--- src/logic/adc_seq_pkg.sv ---
// constants, register map and field layout for the converter sequencer
package adc_seq_pkg;

   // register port geometry
   localparam int ADDR_W = 3;
   localparam int DATA_W = 8;

   // register offsets on the plain register port
   localparam logic [ADDR_W-1:0] OFF_CONV_CTRL = 3'h0;
   localparam logic [ADDR_W-1:0] OFF_CONV_CFG = 3'h1;
   localparam logic [ADDR_W-1:0] OFF_GAIN_SENSOR = 3'h2;
   localparam logic [ADDR_W-1:0] OFF_RESULT_HIGH = 3'h3;
   localparam logic [ADDR_W-1:0] OFF_RESULT_LOW = 3'h4;

   // reset value shared by every control register
   localparam logic [DATA_W-1:0] REG_RESET = 8'h00;

   // conversion control register fields
   localparam int CTRL_START_BIT = 7;
   localparam int CTRL_BUSY_BIT = 6;
   localparam int CTRL_ENABLE_BIT = 5;
   localparam int CTRL_JUSTIFY_BIT = 4;
   localparam int CTRL_CHAN_LSB = 0;
   localparam int CHAN_W = 4;

   // conversion configuration register fields
   localparam int CFG_INSRC_LSB = 5;
   localparam int INSRC_W = 3;
   localparam int CFG_REFSRC_LSB = 3;
   localparam int REFSRC_W = 2;
   localparam int CFG_PRESCALE_LSB = 0;
   localparam int PRESCALE_W = 3;

   // gain and sensor control register fields
   localparam int GAIN_AMP_EN_BIT = 7;
   localparam int GAIN_SEL_LSB = 5;
   localparam int GAIN_SEL_W = 2;
   localparam int GAIN_RESERVED_BIT = 4;
   localparam int GAIN_VSEL_LSB = 2;
   localparam int VSEL_W = 2;
   localparam int GAIN_TRES_BIT = 1;
   localparam int GAIN_TEMP_SENSOR_ENABLE_BIT = 0;

   // gain code that routes the temperature sensor
   localparam logic [GAIN_SEL_W-1:0] GAIN_TEMP_SENSOR = 2'h0;
   // voltage input codes
   localparam logic [VSEL_W-1:0] VSEL_FLOATING = 2'h0;
   localparam logic [VSEL_W-1:0] VSEL_FORBIDDEN = 2'h3;

   // conversion geometry
   localparam int RESULT_W = 12;
   localparam int SAMPLE_PERIODS = 4;
   localparam int CONVERT_PERIODS = 12;
   localparam int PHASE_W = 4;
   localparam int BITIDX_W = 4;
   localparam int DIV_CNT_W = 7;

   // sequencer states
   typedef enum logic [1:0] {
      ST_IDLE,
      ST_SAMPLE,
      ST_CONVERT
   } seq_state_e;

endpackage : adc_seq_pkg

--- src/logic/conv_clock_divider.sv ---
// conversion clock divider: power-of-two tick generator
`timescale 1ns/1ps
module conv_clock_divider
   import adc_seq_pkg::*;
#(
   parameter int CODE_W = PRESCALE_W,
   parameter int CNT_W = DIV_CNT_W
) (
   input wire logic clk_i,
   input wire logic rst_i,
   input wire logic restart_i,
   input wire logic [CODE_W-1:0] code_i,
   output logic tick_o
);

   logic [CNT_W-1:0] count;
   logic [CNT_W-1:0] limit;

   // code n gives one tick every 2**n system clocks
   assign limit = CNT_W'(({1'b0, CNT_W'(1)} << code_i) - 1'b1);
   assign tick_o = (count == limit) && !restart_i;

   // restart aligns the first period with the start of a conversion
   always_ff @(posedge clk_i) begin
      if (rst_i || restart_i || tick_o) begin
         count <= '0;
      end else begin
         count <= count + CNT_W'(1);
      end
   end

endmodule : conv_clock_divider

--- src/logic/adc_control_sequencer.sv ---
// converter control registers and successive-approximation sequencer
//
// Design decisions made here: the register offsets and strobed register access.
`timescale 1ns/1ps
module adc_control_sequencer
   import adc_seq_pkg::*;
(
   input wire logic clk_i,
   input wire logic rst_i,
   // register port
   input wire logic [ADDR_W-1:0] reg_addr_i,
   input wire logic [DATA_W-1:0] reg_wdata_i,
   input wire logic reg_we_i,
   input wire logic reg_re_i,
   output logic [DATA_W-1:0] reg_rdata_o,
   // converter core
   input wire logic cmp_i,
   output logic [RESULT_W-1:0] dac_code_o,
   output logic sample_o,
   output logic conv_tick_o,
   output logic converter_power_enable_o,
   output logic [CHAN_W-1:0] channel_select_o,
   output logic [INSRC_W-1:0] input_source_o,
   output logic [REFSRC_W-1:0] ref_source_o,
   // reference amplifier and sensor
   output logic ref_amp_enable_o,
   output logic [GAIN_SEL_W-1:0] ref_amp_gain_select_o,
   output logic sensor_ref_indication_o,
   output logic [VSEL_W-1:0] voltage_input_select_o,
   output logic temp_resolution_option_o,
   output logic temp_sensor_enable_o,
   // status toward the core's interrupt controller
   output logic conv_busy_flag_o,
   output logic conv_done_o
);

   // ------------------------------------------------------------------
   // stored register fields
   // ------------------------------------------------------------------
   logic start_bit;
   logic converter_power_enable;
   logic result_justify_select;
   logic [CHAN_W-1:0] channel_sel;
   logic [DATA_W-1:0] conv_cfg;
   logic [DATA_W-1:0] adc_gain_and_sensor_ctrl;
   logic [RESULT_W-1:0] result;

   // sequencer state
   seq_state_e state;
   logic [PHASE_W-1:0] phase_cnt;
   logic [BITIDX_W-1:0] bit_idx;
   logic [RESULT_W-1:0] sar;
   logic done_pulse;
   logic tick_q;

   // comparator synchroniser; the first stage feeds only the second
   logic cmp_meta;
   logic cmp_sync;

   // ------------------------------------------------------------------
   // address decode
   // ------------------------------------------------------------------
   wire sel_ctrl = (reg_addr_i == OFF_CONV_CTRL);
   wire sel_cfg = (reg_addr_i == OFF_CONV_CFG);
   wire sel_gain = (reg_addr_i == OFF_GAIN_SENSOR);
   wire wr_ctrl = reg_we_i && sel_ctrl;
   wire wr_cfg = reg_we_i && sel_cfg;
   wire wr_gain = reg_we_i && sel_gain;

   // written values of the control fields
   wire wr_start = reg_wdata_i[CTRL_START_BIT];
   wire wr_enable = reg_wdata_i[CTRL_ENABLE_BIT];

   // ------------------------------------------------------------------
   // start detection: a write that drops start from 1 to 0
   // the written enable must also be set, else the pulse is dropped
   // ------------------------------------------------------------------
   wire start_fall = wr_ctrl && start_bit && !wr_start;
   wire launch = start_fall && wr_enable && (state == ST_IDLE);
   // abort on the disabling write itself, so busy never outlives power
   wire power_next = wr_ctrl ? wr_enable : converter_power_enable;

   // decoded configuration fields
   wire [PRESCALE_W-1:0] prescale = conv_cfg[CFG_PRESCALE_LSB +: PRESCALE_W];
   wire [GAIN_SEL_W-1:0] gain_sel = adc_gain_and_sensor_ctrl[GAIN_SEL_LSB +: GAIN_SEL_W];
   wire [VSEL_W-1:0] vsel_raw = adc_gain_and_sensor_ctrl[GAIN_VSEL_LSB +: VSEL_W];

   // ------------------------------------------------------------------
   // conversion clock divider
   // ------------------------------------------------------------------
   logic tick;

   conv_clock_divider #(
      .CODE_W(PRESCALE_W),
      .CNT_W(DIV_CNT_W)
   ) u_divider (
      .clk_i(clk_i),
      .rst_i(rst_i),
      .restart_i(launch),
      .code_i(prescale),
      .tick_o(tick)
   );

   // ------------------------------------------------------------------
   // successive approximation step values
   // ------------------------------------------------------------------
   wire [RESULT_W-1:0] bit_mask = RESULT_W'(1) << bit_idx;
   wire [RESULT_W-1:0] lower_mask = RESULT_W'(1) << (bit_idx - BITIDX_W'(1));
   // comparator high means input is at or above the trial code
   wire [RESULT_W-1:0] sar_decided = cmp_sync ? sar : (sar & ~bit_mask);
   wire last_bit = (bit_idx == '0);
   wire [RESULT_W-1:0] sar_next = last_bit ? sar_decided : (sar_decided | lower_mask);
   wire last_sample = (phase_cnt == PHASE_W'(SAMPLE_PERIODS - 1));
   wire [RESULT_W-1:0] sar_first = RESULT_W'(1) << (CONVERT_PERIODS - 1);
   wire [BITIDX_W-1:0] first_idx = BITIDX_W'(CONVERT_PERIODS - 1);

   // ------------------------------------------------------------------
   // result formatting, shared by both byte reads
   // ------------------------------------------------------------------
   function automatic logic [2*DATA_W-1:0] justify(input logic [RESULT_W-1:0] r,
                                                   input logic right);
      logic [2*DATA_W-1:0] w;
      w = {{(2*DATA_W-RESULT_W){1'b0}}, r};
      if (right) begin
         justify = w;
      end else begin
         justify = w << (2*DATA_W - RESULT_W);
      end
   endfunction : justify

   wire [2*DATA_W-1:0] result_pair = justify(result, result_justify_select);

   // ------------------------------------------------------------------
   // read mux; unmapped offsets read zero
   // ------------------------------------------------------------------
   wire conv_busy_flag = (state != ST_IDLE);
   wire [DATA_W-1:0] ctrl_view = {start_bit, conv_busy_flag, converter_power_enable,
                                  result_justify_select, channel_sel};
   logic [DATA_W-1:0] read_mux;

   always_comb begin
      if (sel_ctrl) begin
         read_mux = ctrl_view;
      end else if (sel_cfg) begin
         read_mux = conv_cfg;
      end else if (sel_gain) begin
         read_mux = adc_gain_and_sensor_ctrl;
      end else if (reg_addr_i == OFF_RESULT_HIGH) begin
         read_mux = result_pair[2*DATA_W-1:DATA_W];
      end else if (reg_addr_i == OFF_RESULT_LOW) begin
         read_mux = result_pair[DATA_W-1:0];
      end else begin
         read_mux = '0;
      end
   end

   // read data appear only in the cycle after the strobe
   always_ff @(posedge clk_i) begin
      if (rst_i || !reg_re_i) begin
         reg_rdata_o <= '0;
      end else begin
         reg_rdata_o <= read_mux;
      end
   end

   // ------------------------------------------------------------------
   // control register writes
   // ------------------------------------------------------------------
   always_ff @(posedge clk_i) begin
      if (rst_i) begin
         start_bit <= REG_RESET[CTRL_START_BIT];
         converter_power_enable <= REG_RESET[CTRL_ENABLE_BIT];
         result_justify_select <= REG_RESET[CTRL_JUSTIFY_BIT];
         channel_sel <= REG_RESET[CTRL_CHAN_LSB +: CHAN_W];
      end else if (wr_ctrl) begin
         start_bit <= wr_start;
         converter_power_enable <= wr_enable;
         result_justify_select <= reg_wdata_i[CTRL_JUSTIFY_BIT];
         channel_sel <= reg_wdata_i[CTRL_CHAN_LSB +: CHAN_W];
      end
   end

   // configuration and gain/sensor registers; reserved bit is stored as written
   always_ff @(posedge clk_i) begin
      if (rst_i) begin
         conv_cfg <= REG_RESET;
         adc_gain_and_sensor_ctrl <= REG_RESET;
      end else begin
         if (wr_cfg) begin
            conv_cfg <= reg_wdata_i;
         end
         if (wr_gain) begin
            adc_gain_and_sensor_ctrl <= reg_wdata_i;
         end
      end
   end

   // ------------------------------------------------------------------
   // comparator synchroniser
   // ------------------------------------------------------------------
   always_ff @(posedge clk_i) begin
      if (rst_i) begin
         cmp_meta <= 1'b0;
         cmp_sync <= 1'b0;
      end else begin
         cmp_meta <= cmp_i;
         cmp_sync <= cmp_meta;
      end
   end

   // ------------------------------------------------------------------
   // sequencer: sample for four periods, then one bit per period
   // disabling the converter aborts and leaves the result alone
   // ------------------------------------------------------------------
   always_ff @(posedge clk_i) begin
      if (rst_i) begin
         state <= ST_IDLE;
         phase_cnt <= '0;
         bit_idx <= '0;
         sar <= '0;
         result <= '0;
         done_pulse <= 1'b0;
      end else begin
         done_pulse <= 1'b0;
         case (state)
            ST_IDLE: begin
               if (launch) begin
                  state <= ST_SAMPLE;
                  phase_cnt <= '0;
                  bit_idx <= first_idx;
                  sar <= sar_first;
               end
            end
            ST_SAMPLE: begin
               if (!power_next) begin
                  state <= ST_IDLE;
               end else if (tick) begin
                  if (last_sample) begin
                     state <= ST_CONVERT;
                  end
                  phase_cnt <= last_sample ? '0 : phase_cnt + PHASE_W'(1);
               end
            end
            ST_CONVERT: begin
               if (!power_next) begin
                  state <= ST_IDLE;
               end else if (tick) begin
                  sar <= sar_next;
                  bit_idx <= bit_idx - BITIDX_W'(1);
                  if (last_bit) begin
                     state <= ST_IDLE;
                     result <= sar_decided;
                     done_pulse <= 1'b1;
                  end
               end
            end
            default: begin
               state <= ST_IDLE;
            end
         endcase
      end
   end

   // tick is echoed to the core one cycle late, in step with the state
   always_ff @(posedge clk_i) begin
      if (rst_i) begin
         tick_q <= 1'b0;
      end else begin
         tick_q <= tick && conv_busy_flag;
      end
   end

   // ------------------------------------------------------------------
   // outputs toward the analog side and the interrupt controller
   // ------------------------------------------------------------------
   assign converter_power_enable_o = converter_power_enable;
   assign channel_select_o = channel_sel;
   assign input_source_o = conv_cfg[CFG_INSRC_LSB +: INSRC_W];
   assign ref_source_o = conv_cfg[CFG_REFSRC_LSB +: REFSRC_W];
   assign dac_code_o = sar;
   assign sample_o = (state == ST_SAMPLE);
   assign conv_tick_o = tick_q;
   assign conv_busy_flag_o = conv_busy_flag;
   assign conv_done_o = done_pulse;

   // reference amplifier and sensor controls
   assign ref_amp_enable_o = adc_gain_and_sensor_ctrl[GAIN_AMP_EN_BIT];
   assign ref_amp_gain_select_o = gain_sel;
   assign sensor_ref_indication_o = (gain_sel == GAIN_TEMP_SENSOR);
   // the forbidden code is held floating so the analog switch never sees it
   assign voltage_input_select_o = (vsel_raw == VSEL_FORBIDDEN) ? VSEL_FLOATING : vsel_raw;
   assign temp_resolution_option_o = adc_gain_and_sensor_ctrl[GAIN_TRES_BIT];
   assign temp_sensor_enable_o = adc_gain_and_sensor_ctrl[GAIN_TEMP_SENSOR_ENABLE_BIT];

endmodule : adc_control_sequencer

--- config.mk ---
export PLATFORM = sky130hd
export DESIGN_NAME = adc_control_sequencer
export DESIGN_NICKNAME = d
export VERILOG_FILES = /design/src/logic/adc_seq_pkg.sv /design/src/logic/conv_clock_divider.sv /design/src/logic/adc_control_sequencer.sv
export SDC_FILE = /design/constraint.sdc
export NUM_CORES = 1
export LEC_CHECK = 0
export BUFFER_PORTS_ARGS = -buffer_cell sky130_fd_sc_hd__buf_2
export CAP_MARGIN = 30
export CELL_PAD_IN_SITES_DETAIL_PLACEMENT = 0
export CELL_PAD_IN_SITES_GLOBAL_PLACEMENT = 1
export CORE_MARGIN = 3
export CORE_UTILIZATION = 44
export CTS_BUF_LIST = sky130_fd_sc_hd__clkbuf_4 sky130_fd_sc_hd__clkbuf_8
export DETAILED_ROUTE_END_ITERATION = 8
export HOLD_SLACK_MARGIN = 0.1
export PLACE_DENSITY = 0.93
export SYNTH_ARGS = -nofsm -noshare
export SYNTH_HDL_FRONTEND = slang
export SYNTH_SLANG_ARGS = --single-unit
--- constraint.sdc ---
create_clock -name clk_i -period 2.87 [get_ports clk_i]
set_clock_uncertainty 0.1 [all_clocks]
set_input_delay 0.574 -clock clk_i [delete_from_list [all_inputs] [get_ports clk_i]]
set_output_delay 0.574 -clock clk_i [all_outputs]
set_load 0.01 [all_outputs]
==> results of run 1 <==
[logic make-up after synthesis]
kind of cell	Yosys count	share of synthesized area, %
compound gates	98	17.1
buf+inv	46	5.88
flops	76	38.7
simple gates	204	26.5
xor+xnor	5	1.11
mux	32	8.49
fa+ha+maj	7	2.23
[cells in the final DEF (no fill, tap or decap), types with 5 or more instances in the layout]
master and n:
a21oi_1 27, a31o_2 6, a31oi_1 6, and3_1 6
buf_2 57, buf_4 15, clkbuf_8 10, dfxtp_1 76
ha_1 7, inv_1 9, mux2_2 11, mux2i_1 21
nand2_1 68, nand2b_1 12, nand3_1 36, nor2_1 37
nor2b_1 7, nor3_1 12, nor4bb_1 5, o21ai_0 15
o22ai_1 5
[final timing paths]
check            endpoint  slack (ps)         from
max          phase_cnt[0]         500  conv_cfg[1]
min              cmp_meta         330        cmp_i
max reg2reg  phase_cnt[0]         500  conv_cfg[1]
min reg2reg      cmp_sync         350     cmp_meta
[worst reg2reg max path: stages, from the launching register on]
cell and delay (ps):
dfxtp_1 560, nor2_1 110, a211o_1 320, a21oi_2 260, nand3_1 310, o21a_1 320, mux2_2 280
[sequential cells by signal, indices dropped and copies added (netlist names), 7 cells and up]
name / count
u_divider.count: 7
result: 12
adc_gain_and_sensor_ctrl: 8
conv_cfg: 8
dac_code_o: 12
reg_rdata_o: 8
[metrics by stage]
step / instance area, um2 / instances / util, %
3_5_place_dp: 4270 / 609 / 50.4
5_1_grt: 4480 / 625 / 52.9
2_1_floorplan: 3930 / 468 / -
3_3_place_gp: 4270 / 609 / 50.4
4_1_cts: 4480 / 625 / 52.9
6_report: 4480 / 625 / 52.9
[power by group]
group / internal [uW] / switching (uW) / total [uW]
sequential: 1070 / 14.2 / 1080
combinational: 52.8 / 95.7 / 149
clock: 433 / 422 / 855
[layout make-up]
class                      instances  area (um2)  area share (%)
clock buffer                      10         138            3.07
clock inverter                     6        72.6            1.62
inverter                          10        37.5           0.838
multi-input combinational        346        2180            48.7
sequential                        76        1520            34.0
tap                              105         131            2.93
timing repair buffer              72         398            8.88
[per-layer routing]
metal | part of all wire [%] | vias to the layer above | GRT usage [%]
met5 | 0 | - | 0
met4 | 2.5 | 0 | 7.98
met1 | 47 | 1684 | 27.3
met2 | 45 | 101 | 31.5
li1 | - | 1767 | -
met3 | 4.7 | 20 | 2.98
==> results.sh, run 1 <==
export IMPL_ant_nets=0
export IMPL_slowest_stage="dfxtp_1"
export IMPL_first_pass_iters=5
export IMPL_maxSlewViolCount=0
export IMPL_post_cts_resized=0
export IMPL_cap_violations=0
export IMPL_worst_hold_slack_ps=328
export IMPL_place_ws_ps=237
export IMPL_clk_pin_slew_ps=90
export IMPL_hold_path_class="in -> reg"
export IMPL_worstSetupStartpointType="flop"
export IMPL_cp_num_cells=6
export IMPL_die_x_um=101
export IMPL_vias=3572
export IMPL_worst_path_buf_inv=0
export IMPL_setup_tns_final_ps=0
export IMPL_grt_max_degree=23
export IMPL_cp_cell_sequence="nor2_1, a211o_1, a21oi_2, nand3_1, o21a_1, mux2_2"
export IMPL_antenna_found_initial=0
export IMPL_synth_main_ff_cell="dfxtp_1"
export IMPL_die_h_um=101
export IMPL_grt_overflow=0
export IMPL_initial_core_util_pct=46.5
export IMPL_routed_via_density=5.72
export IMPL_rsz0062_at_grt="no"
export IMPL_power_uw=2080
export IMPL_yosysWarnings=0
export IMPL_cp_max_fo=13
export IMPL_hold_buffers=0
export IMPL_vdd_ir_drop_max_v=0.000228
export IMPL_crit_type="reg -> reg"
export IMPL_hold_depth=2
export IMPL_power_density_nw_per_um2=465
export IMPL_slowest_delay_ps=560
export IMPL_htree_levels=3
export IMPL_synth_avg_cell_area_um2=8.41
export IMPL_fmax_mhz=421
export IMPL_synth_edf_count=0
export IMPL_synthDistinctLibCells=63
export IMPL_layout_drive_gt1_share_pct=22.7
export IMPL_avgRoutedWirePerCell_um=15.9
export IMPL_grtUsageTotal_pct=20.0
export IMPL_yosysTopAreaCell="dfxtp_1"
export IMPL_cts_sinks=76
export IMPL_fin_crit_sh_pct=82.7
export IMPL_min_period_ps=2370
export IMPL_fin_nets=538
export IMPL_tightest_slew_ps=647
export IMPL_ys_ff_latch=76
export IMPL_first_iter_violations=227
export IMPL_numCtsBuffers=9
export IMPL_dp_hpwl_mm=7.30
export IMPL_core_area_um2=8460
export IMPL_critPathCaptureType="flop"
export IMPL_diodes=0
export IMPL_reg2reg_depth=6
export IMPL_die_area_um2=10100
export IMPL_ios=58
export IMPL_syn_num_nets=491
export IMPL_status="finished clean"
export IMPL_postCtsSetupRepairBufs=0
export IMPL_slew_limit_headroom_pct=56.8
export IMPL_insertion_delay_ps=350
export IMPL_ys_seq_area_share_pct=38.7
export IMPL_cp_data_arrival_time_ps=2510
export IMPL_root_buffer="clkbuf_8"
export IMPL_setup_viol=0
export IMPL_synth_top_area_share_pct=38.7
export IMPL_cts_tree="built"
export IMPL_place_gp_congestion=0.900
export IMPL_synth_most_common_cell="dfxtp_1"
export IMPL_yosys_top_cells_count="dfxtp_1 (76), nand2_1 (68), nor2_1 (37), nand3_1 (36), a21oi_1 (27)"
export IMPL_hold_violations=0
export IMPL_synthCells=468
export IMPL_drc_errors=0
export IMPL_fillers=799
export IMPL_syn_area_um2=3930
export IMPL_cp_data_required_time_ps=3010
export IMPL_rows=33
export IMPL_critPathTopFamily="compound AO/OA/AOI/OAI gates"
export IMPL_wl_mm=9.95
export IMPL_setup_ws_ps=497
export IMPL_io_buffer_count=57
export IMPL_max_clock_path_buffers=2
export IMPL_grt_pass1_vias=3227
export IMPL_ys_top_cells_by_area="dfxtp_1 (39%), nand2_1 (6.5%), mux2i_1 (5.3%)"
export IMPL_async_flop_share_pct=0
export IMPL_syn2layout_area_growth_pct=13.9
export IMPL_leakagePower_uw=0.00175
export IMPL_grt_pass1_wl_mm=16.2
Power figures use the tool's default switching activity.
==> run 2, diff against run 1 <==
==> constraint.sdc (replaced) <==
create_clock -name clk_i -period 2.5 [get_ports clk_i]
set_clock_uncertainty 0.1 [all_clocks]
set_input_delay 0.5 -clock clk_i [delete_from_list [all_inputs] [get_ports clk_i]]
set_output_delay 0.5 -clock clk_i [all_outputs]
set_load 0.01 [all_outputs]
==> run 2 against run 1 <==
Against the previous run:
- worst setup slack lost 310 ps
- via count rose by 1.8%
- critical path depth stayed put
- sequential share of layout area fell by 0.93 points
- power rose by 15%
- sequential power rose by 15%
- register-to-register slack got worse by 310 ps
- global-route usage grew 1.1 points
- core utilization grew 1.5 points
- first-iteration DRC count rose by 11%
- largest cell class unchanged
==> results.sh, run 2 (same netlist as run 1, synthesis figures left out) <==
export IMPL_cp_cell_sequence="nor2_1, a211o_1, a21oi_2, nand3_1, o21a_1, mux2_2"
export IMPL_fin_crit_sh_pct=92.4
export IMPL_hold_path_class="in -> reg"
export IMPL_slowest_delay_ps=580
export IMPL_hold_violations=0
export IMPL_die_x_um=101
export IMPL_hold_depth=2
export IMPL_status="finished clean"
export IMPL_slowest_stage="dfxtp_1"
export IMPL_syn2layout_area_growth_pct=17.1
export IMPL_hold_buffers=0
export IMPL_reg2reg_from="conv_cfg[1]"
export IMPL_rsz0062_at_grt="no"
export IMPL_antenna_found_initial=0
export IMPL_routed_via_density=5.69
export IMPL_stdcell_area_um2=4610
export IMPL_vdd_ir_drop_max_v=0.000263
export IMPL_layout_drive_gt1_share_pct=25.1
export IMPL_crit_type="reg -> reg"
export IMPL_first_iter_violations=251
export IMPL_maxSlewViolCount=0
export IMPL_post_cts_resized=0
export IMPL_cp_data_required_time_ps=2640
export IMPL_final_common_cell="dfxtp_1"
export IMPL_ios=58
export IMPL_min_period_ps=2310
export IMPL_first_pass_iters=4
export IMPL_cp_max_fo=13
export IMPL_dp_hpwl_mm=7.58
export IMPL_avgRoutedWirePerCell_um=16.1
export IMPL_core_area_um2=8460
export IMPL_r2r_slack_ps=190
export IMPL_r2r_end="phase_cnt[0]"
export IMPL_reg2reg_depth=6
export IMPL_cts_tree="built"
export IMPL_max_clock_path_buffers=2
export IMPL_clk_pin_slew_ps=80
export IMPL_grt_max_degree=28
export IMPL_vias=3637
export IMPL_postCtsSetupRepairBufs=0
export IMPL_wl_mm=10.3
export IMPL_initial_core_util_pct=46.5
export IMPL_root_buffer="clkbuf_8"
export IMPL_diodes=0
export IMPL_setup_viol=0
export IMPL_worstSetupStartpointType="flop"
export IMPL_place_ws_ps=-39.0
export IMPL_grt_overflow=0
export IMPL_place_gp_congestion=0.879
export IMPL_io_buffer_count=57
export IMPL_fmax_mhz=433
export IMPL_setup_ws_ps=189
export IMPL_tightest_slew_ps=463
export IMPL_grt_pass1_wl_mm=16.8
export IMPL_insertion_delay_ps=350
export IMPL_leakagePower_uw=0.00182
export IMPL_holdCritStartpoint="cmp_i"
export IMPL_place_area_um2=4400
export IMPL_grtUsageTotal_pct=21.0
export IMPL_htree_levels=3
export IMPL_die_h_um=101
export IMPL_min_to="cmp_meta"
export IMPL_die_area_um2=10100
export IMPL_cts_sinks=76
export IMPL_cap_violations=0
export IMPL_critPathCaptureType="flop"
export IMPL_grt_pass1_vias=3454
export IMPL_mostFrequentLayoutCells="dfxtp_1 (76), nand2_1 (68), buf_2 (57)"
export IMPL_slew_limit_headroom_pct=68.8
export IMPL_numCtsBuffers=9
export IMPL_fin_nets=552
export IMPL_drc_errors=0
export IMPL_ant_nets=0
export IMPL_cp_data_arrival_time_ps=2450
export IMPL_power_density_nw_per_um2=519
export IMPL_rows=33
run 2: final cells by class:
class                   instances  area, um2
repair buffers                 86        515
flip-flops and latches         76       1520
clock inverters                 7       76.3
inverters                      10       37.5
well taps                     105        131
multi-input cells             346       2200
fillers                       786       3860
clock buffers                   9        124
run 2: metrics by stage:
| step | total power (uW) | hold WS [ps] | util, % | std cells | setup TNS, ps |
|---|---|---|---|---|---|
| after CTS | 2400 | 243 | 54.3 | 639 | 0 |
| after detailed placement | 1450 | 326 | 51.9 | 623 | -97.6 |
| final | 2390 | 257 | 54.4 | 639 | 0 |
| after floorplan | 1380 | 314 | - | 468 | -76.7 |
| after global routing | 2480 | 283 | 54.4 | 639 | 0 |
| after global placement | 1450 | 321 | 51.9 | 623 | 0 |
run 2: power by group:
group | total [uW] | switching (uW) | internal (uW)
clock network | 959 | 493 | 466
logic | 190 | 117 | 73.3
registers | 1240 | 15.4 | 1220
total | 2390 | 625 | 1760
run 2: worst max-delay path, delay by kind of cell, from the launching register on:
kind | cells | cell delay (ps)
and+or+nand+nor | 2 | 370
DFF | 1 | 580
AOI/OAI and AO/OA | 3 | 880
muxes | 1 | 270
run 2: how the worst max path moves through the flow:
stage | end | slack, ps | start
global route | phase_cnt[1] | 2 | conv_cfg[1]
CTS | result[11] | 140 | conv_cfg[1]
finish | phase_cnt[0] | 190 | conv_cfg[1]
global placement | phase_cnt[0] | 80 | reg_addr_i[0]
floorplan | result[0] | -10 | reg_addr_i[0]
detailed placement | result[11] | -40 | reg_addr_i[0]
run 2: per-layer routing:
| metal | routed length, um | vias to the layer above | share of wire, % | GRT usage, % |
|---|---|---|---|---|
| met2 | 4760 | 118 | 46 | 33.6 |
| li1 | - | 1792 | - | - |
| met1 | 4700 | 1711 | 46 | 28.2 |
| met5 | 0 | - | 0 | 0 |
| met3 | 613 | 16 | 6.0 | 4.43 |
| met4 | 207 | 0 | 2.0 | 7.36 |
==> run 3, diff against run 2 <==
--- a/config.mk
+++ b/config.mk
@@ -13,8 +13,10 @@
 export CORE_UTILIZATION = 44
 export CTS_BUF_LIST = sky130_fd_sc_hd__clkbuf_4 sky130_fd_sc_hd__clkbuf_8
 export DETAILED_ROUTE_END_ITERATION = 8
+export GPL_TIMING_DRIVEN = 0
 export HOLD_SLACK_MARGIN = 0.1
 export PLACE_DENSITY = 0.93
+export SKIP_LAST_GASP = 1
 export SYNTH_ARGS = -nofsm -noshare
 export SYNTH_HDL_FRONTEND = slang
 export SYNTH_SLANG_ARGS = --single-unit
==> run 3 against run 2 <==
Against the previous run:
- worst hold slack worse by 2.3 ps
- design area is 0.49% lower
- combinational power is 4% lower
- sequential power hardly changed
- critical path depth is 1 higher
- die area stayed put
- wire length is 4.2% higher
- maximum frequency is 2.6% lower
- count of clock-buffer cells in the layout stayed put
- non-clock buffer count is 6 higher
==> results.sh, run 3 (same netlist as run 1, synthesis figures left out) <==
export IMPL_status="finished clean"
export IMPL_fin_crit_sh_pct=94.9
export IMPL_first_pass_iters=5
export IMPL_die_x_um=101
export IMPL_cts_sinks=76
export IMPL_power_uw=2460
export IMPL_ios=58
export IMPL_place_gp_congestion=0.914
export IMPL_leakagePower_uw=0.00179
export IMPL_fin_nets=558
export IMPL_layout_drive_gt1_share_pct=21.9
export IMPL_power_switching_uw=613
export IMPL_slowest_delay_ps=510
export IMPL_syn2layout_area_growth_pct=16.5
export IMPL_final_core_util_pct=54.1
export IMPL_rsz0062_at_grt="yes"
export IMPL_cp_data_arrival_time_ps=2520
export IMPL_clk_pin_slew_ps=80
export IMPL_netSwitchingFraction_pct=24.9
export IMPL_reg2reg_from="conv_cfg[0]"
export IMPL_tightest_slew_ps=1010
export IMPL_die_area_um2=10100
export IMPL_grt_max_degree=14
export IMPL_worst_path_buf_inv=2
export IMPL_crit_type="in -> reg"
export IMPL_cts_tree="built"
export IMPL_p_int_uw=1840
export IMPL_hold_violations=0
export IMPL_htree_levels=3
export IMPL_hold_depth=2
export IMPL_holdCritStartpoint="cmp_i"
export IMPL_final_common_cell="dfxtp_1"
export IMPL_seq_power_share_pct=50.3
export IMPL_hold_path_class="in -> reg"
export IMPL_combPwrFrac_pct=7.4
export IMPL_slowest_stage="or4b_1"
export IMPL_dp_hpwl_mm=8.01
export IMPL_cap_violations=0
export IMPL_first_iter_violations=194
export IMPL_power_density_nw_per_um2=536
export IMPL_min_to="cmp_meta"
export IMPL_vias=3697
export IMPL_setup_viol=0
export IMPL_initial_core_util_pct=46.5
export IMPL_stdcell_area_um2=4580
export IMPL_diodes=0
export IMPL_critPathTopFamily="simple AND/OR/NAND/NOR gates"
export IMPL_avgRoutedWirePerCell_um=16.6
export IMPL_vdd_ir_drop_max_v=0.000237
export IMPL_grtUsageTotal_pct=21.5
export IMPL_r2r_end="phase_cnt[0]"
export IMPL_critPathCaptureType="flop"
export IMPL_numCtsBuffers=9
export IMPL_rows=33
export IMPL_max_clock_path_buffers=2
export IMPL_grt_pass1_wl_mm=17.2
export IMPL_min_period_ps=2370
export IMPL_maxSlewViolCount=0
export IMPL_grt_overflow=0
export IMPL_r2r_slack_ps=140
export IMPL_cp_data_required_time_ps=2640
export IMPL_drc_errors=0
export IMPL_io_buffer_count=55
export IMPL_cp_max_fo=8
export IMPL_fillers=783
export IMPL_worstSetupStartpointType="input pin"
export IMPL_setup_ws_ps=127
export IMPL_fmax_mhz=421
export IMPL_place_ws_ps=-502
export IMPL_mostFrequentLayoutCells="dfxtp_1 (76), nand2_1 (68), buf_2 (57)"
export IMPL_root_buffer="clkbuf_8"
export IMPL_die_h_um=101
export IMPL_routed_via_density=5.74
export IMPL_place_area_um2=4350
export IMPL_antenna_found_initial=0
export IMPL_worst_hold_slack_ps=255
export IMPL_reg2reg_depth=7
export IMPL_insertion_delay_ps=360
export IMPL_grt_pass1_vias=3518
export IMPL_ant_nets=0
export IMPL_cp_cell_sequence="buf_2, or4b_1, clkbuf_1, mux2i_1, nand2b_1, o21a_1, mux2_2"
export IMPL_slew_limit_headroom_pct=32.2
export IMPL_wl_mm=10.7
export IMPL_power_share_clock_pct=42.2
export IMPL_core_area_um2=8460
run 3: cell count changes in the layout (fill, tap and decap cells not counted), moves of 2 or more:
cell / previous run / this run
clkbuf_1: 0 / 21
buf_6: 0 / 4
clkinvlp_4: 2 / 0
buf_4: 28 / 9
run 3: worst max path at each step:
stage                               end          start  cells after the start  slack [ps]
after CTS                  phase_cnt[0]    conv_cfg[2]                      7          70
after floorplan               result[0]  reg_addr_i[0]                      7         -10
after global routing           state[1]    conv_cfg[0]                      7         -20
final                      phase_cnt[0]  reg_addr_i[1]                      7         130
after global placement    dac_code_o[9]  reg_addr_i[1]                      9        -480
after detailed placement      result[6]  reg_addr_i[1]                      7        -500
run 3: per-stage QoR:
step | TNS, ps | instances
final | 0 | 644
after floorplan | -76.7 | 468
after global placement | -13150 | 628
after detailed placement | -14140 | 628
after global routing | -42.4 | 644
after CTS | 0 | 644
run 3: what timing repair did:
action	CTS	global route
pin swaps	1	0
setup endpoints to repair	26	5
setup buffers	1	0
hold buffers	0	0
hold endpoints to repair	0	0
gates resized for setup	0	3
gates cloned	0	0
run 3: power by group through the flow:
stage / combinational, uW / sequential [uW] / clock, uW
3_3_place_gp: 176 / 1260 / 0
6_report: 183 / 1240 / 1040
5_1_grt: 200 / 1240 / 1100
4_1_cts: 181 / 1240 / 1050
2_1_floorplan: 113 / 1260 / 0
3_5_place_dp: 179 / 1270 / 0
run 3: area by class of cell:
type / count / area [um2] / share of cell area [%]
multi-input combinational: 346 / 2200 / 48.0
timing repair buffer: 56 / 283 / 6.17
sequential: 76 / 1520 / 33.2
clock inverter: 6 / 87.6 / 1.91
tap: 105 / 131 / 2.87
inverter: 10 / 37.5 / 0.819
buffer: 36 / 199 / 4.34
clock buffer: 9 / 124 / 2.70
run 3: worst register-to-register path, cell delays in order (launching register included):
cell	delay, ps
dfxtp_1	310
clkbuf_1	290
nor2_1	120
a211o_1	320
a21oi_2	260
nand3_1	270
o21a_1	300
mux2_2	280
run 3: routing by layer:
metal | share of wire [%] | up-vias | wire length (um) | track usage [%]
met1 | 44 | 1734 | 4720 | 27.8
met3 | 6.7 | 22 | 721 | 4.01
met2 | 46 | 136 | 4930 | 34.3
met4 | 3.1 | 0 | 337 | 11.0
li1 | - | 1805 | - | -
met5 | 0 | - | 0 | 0
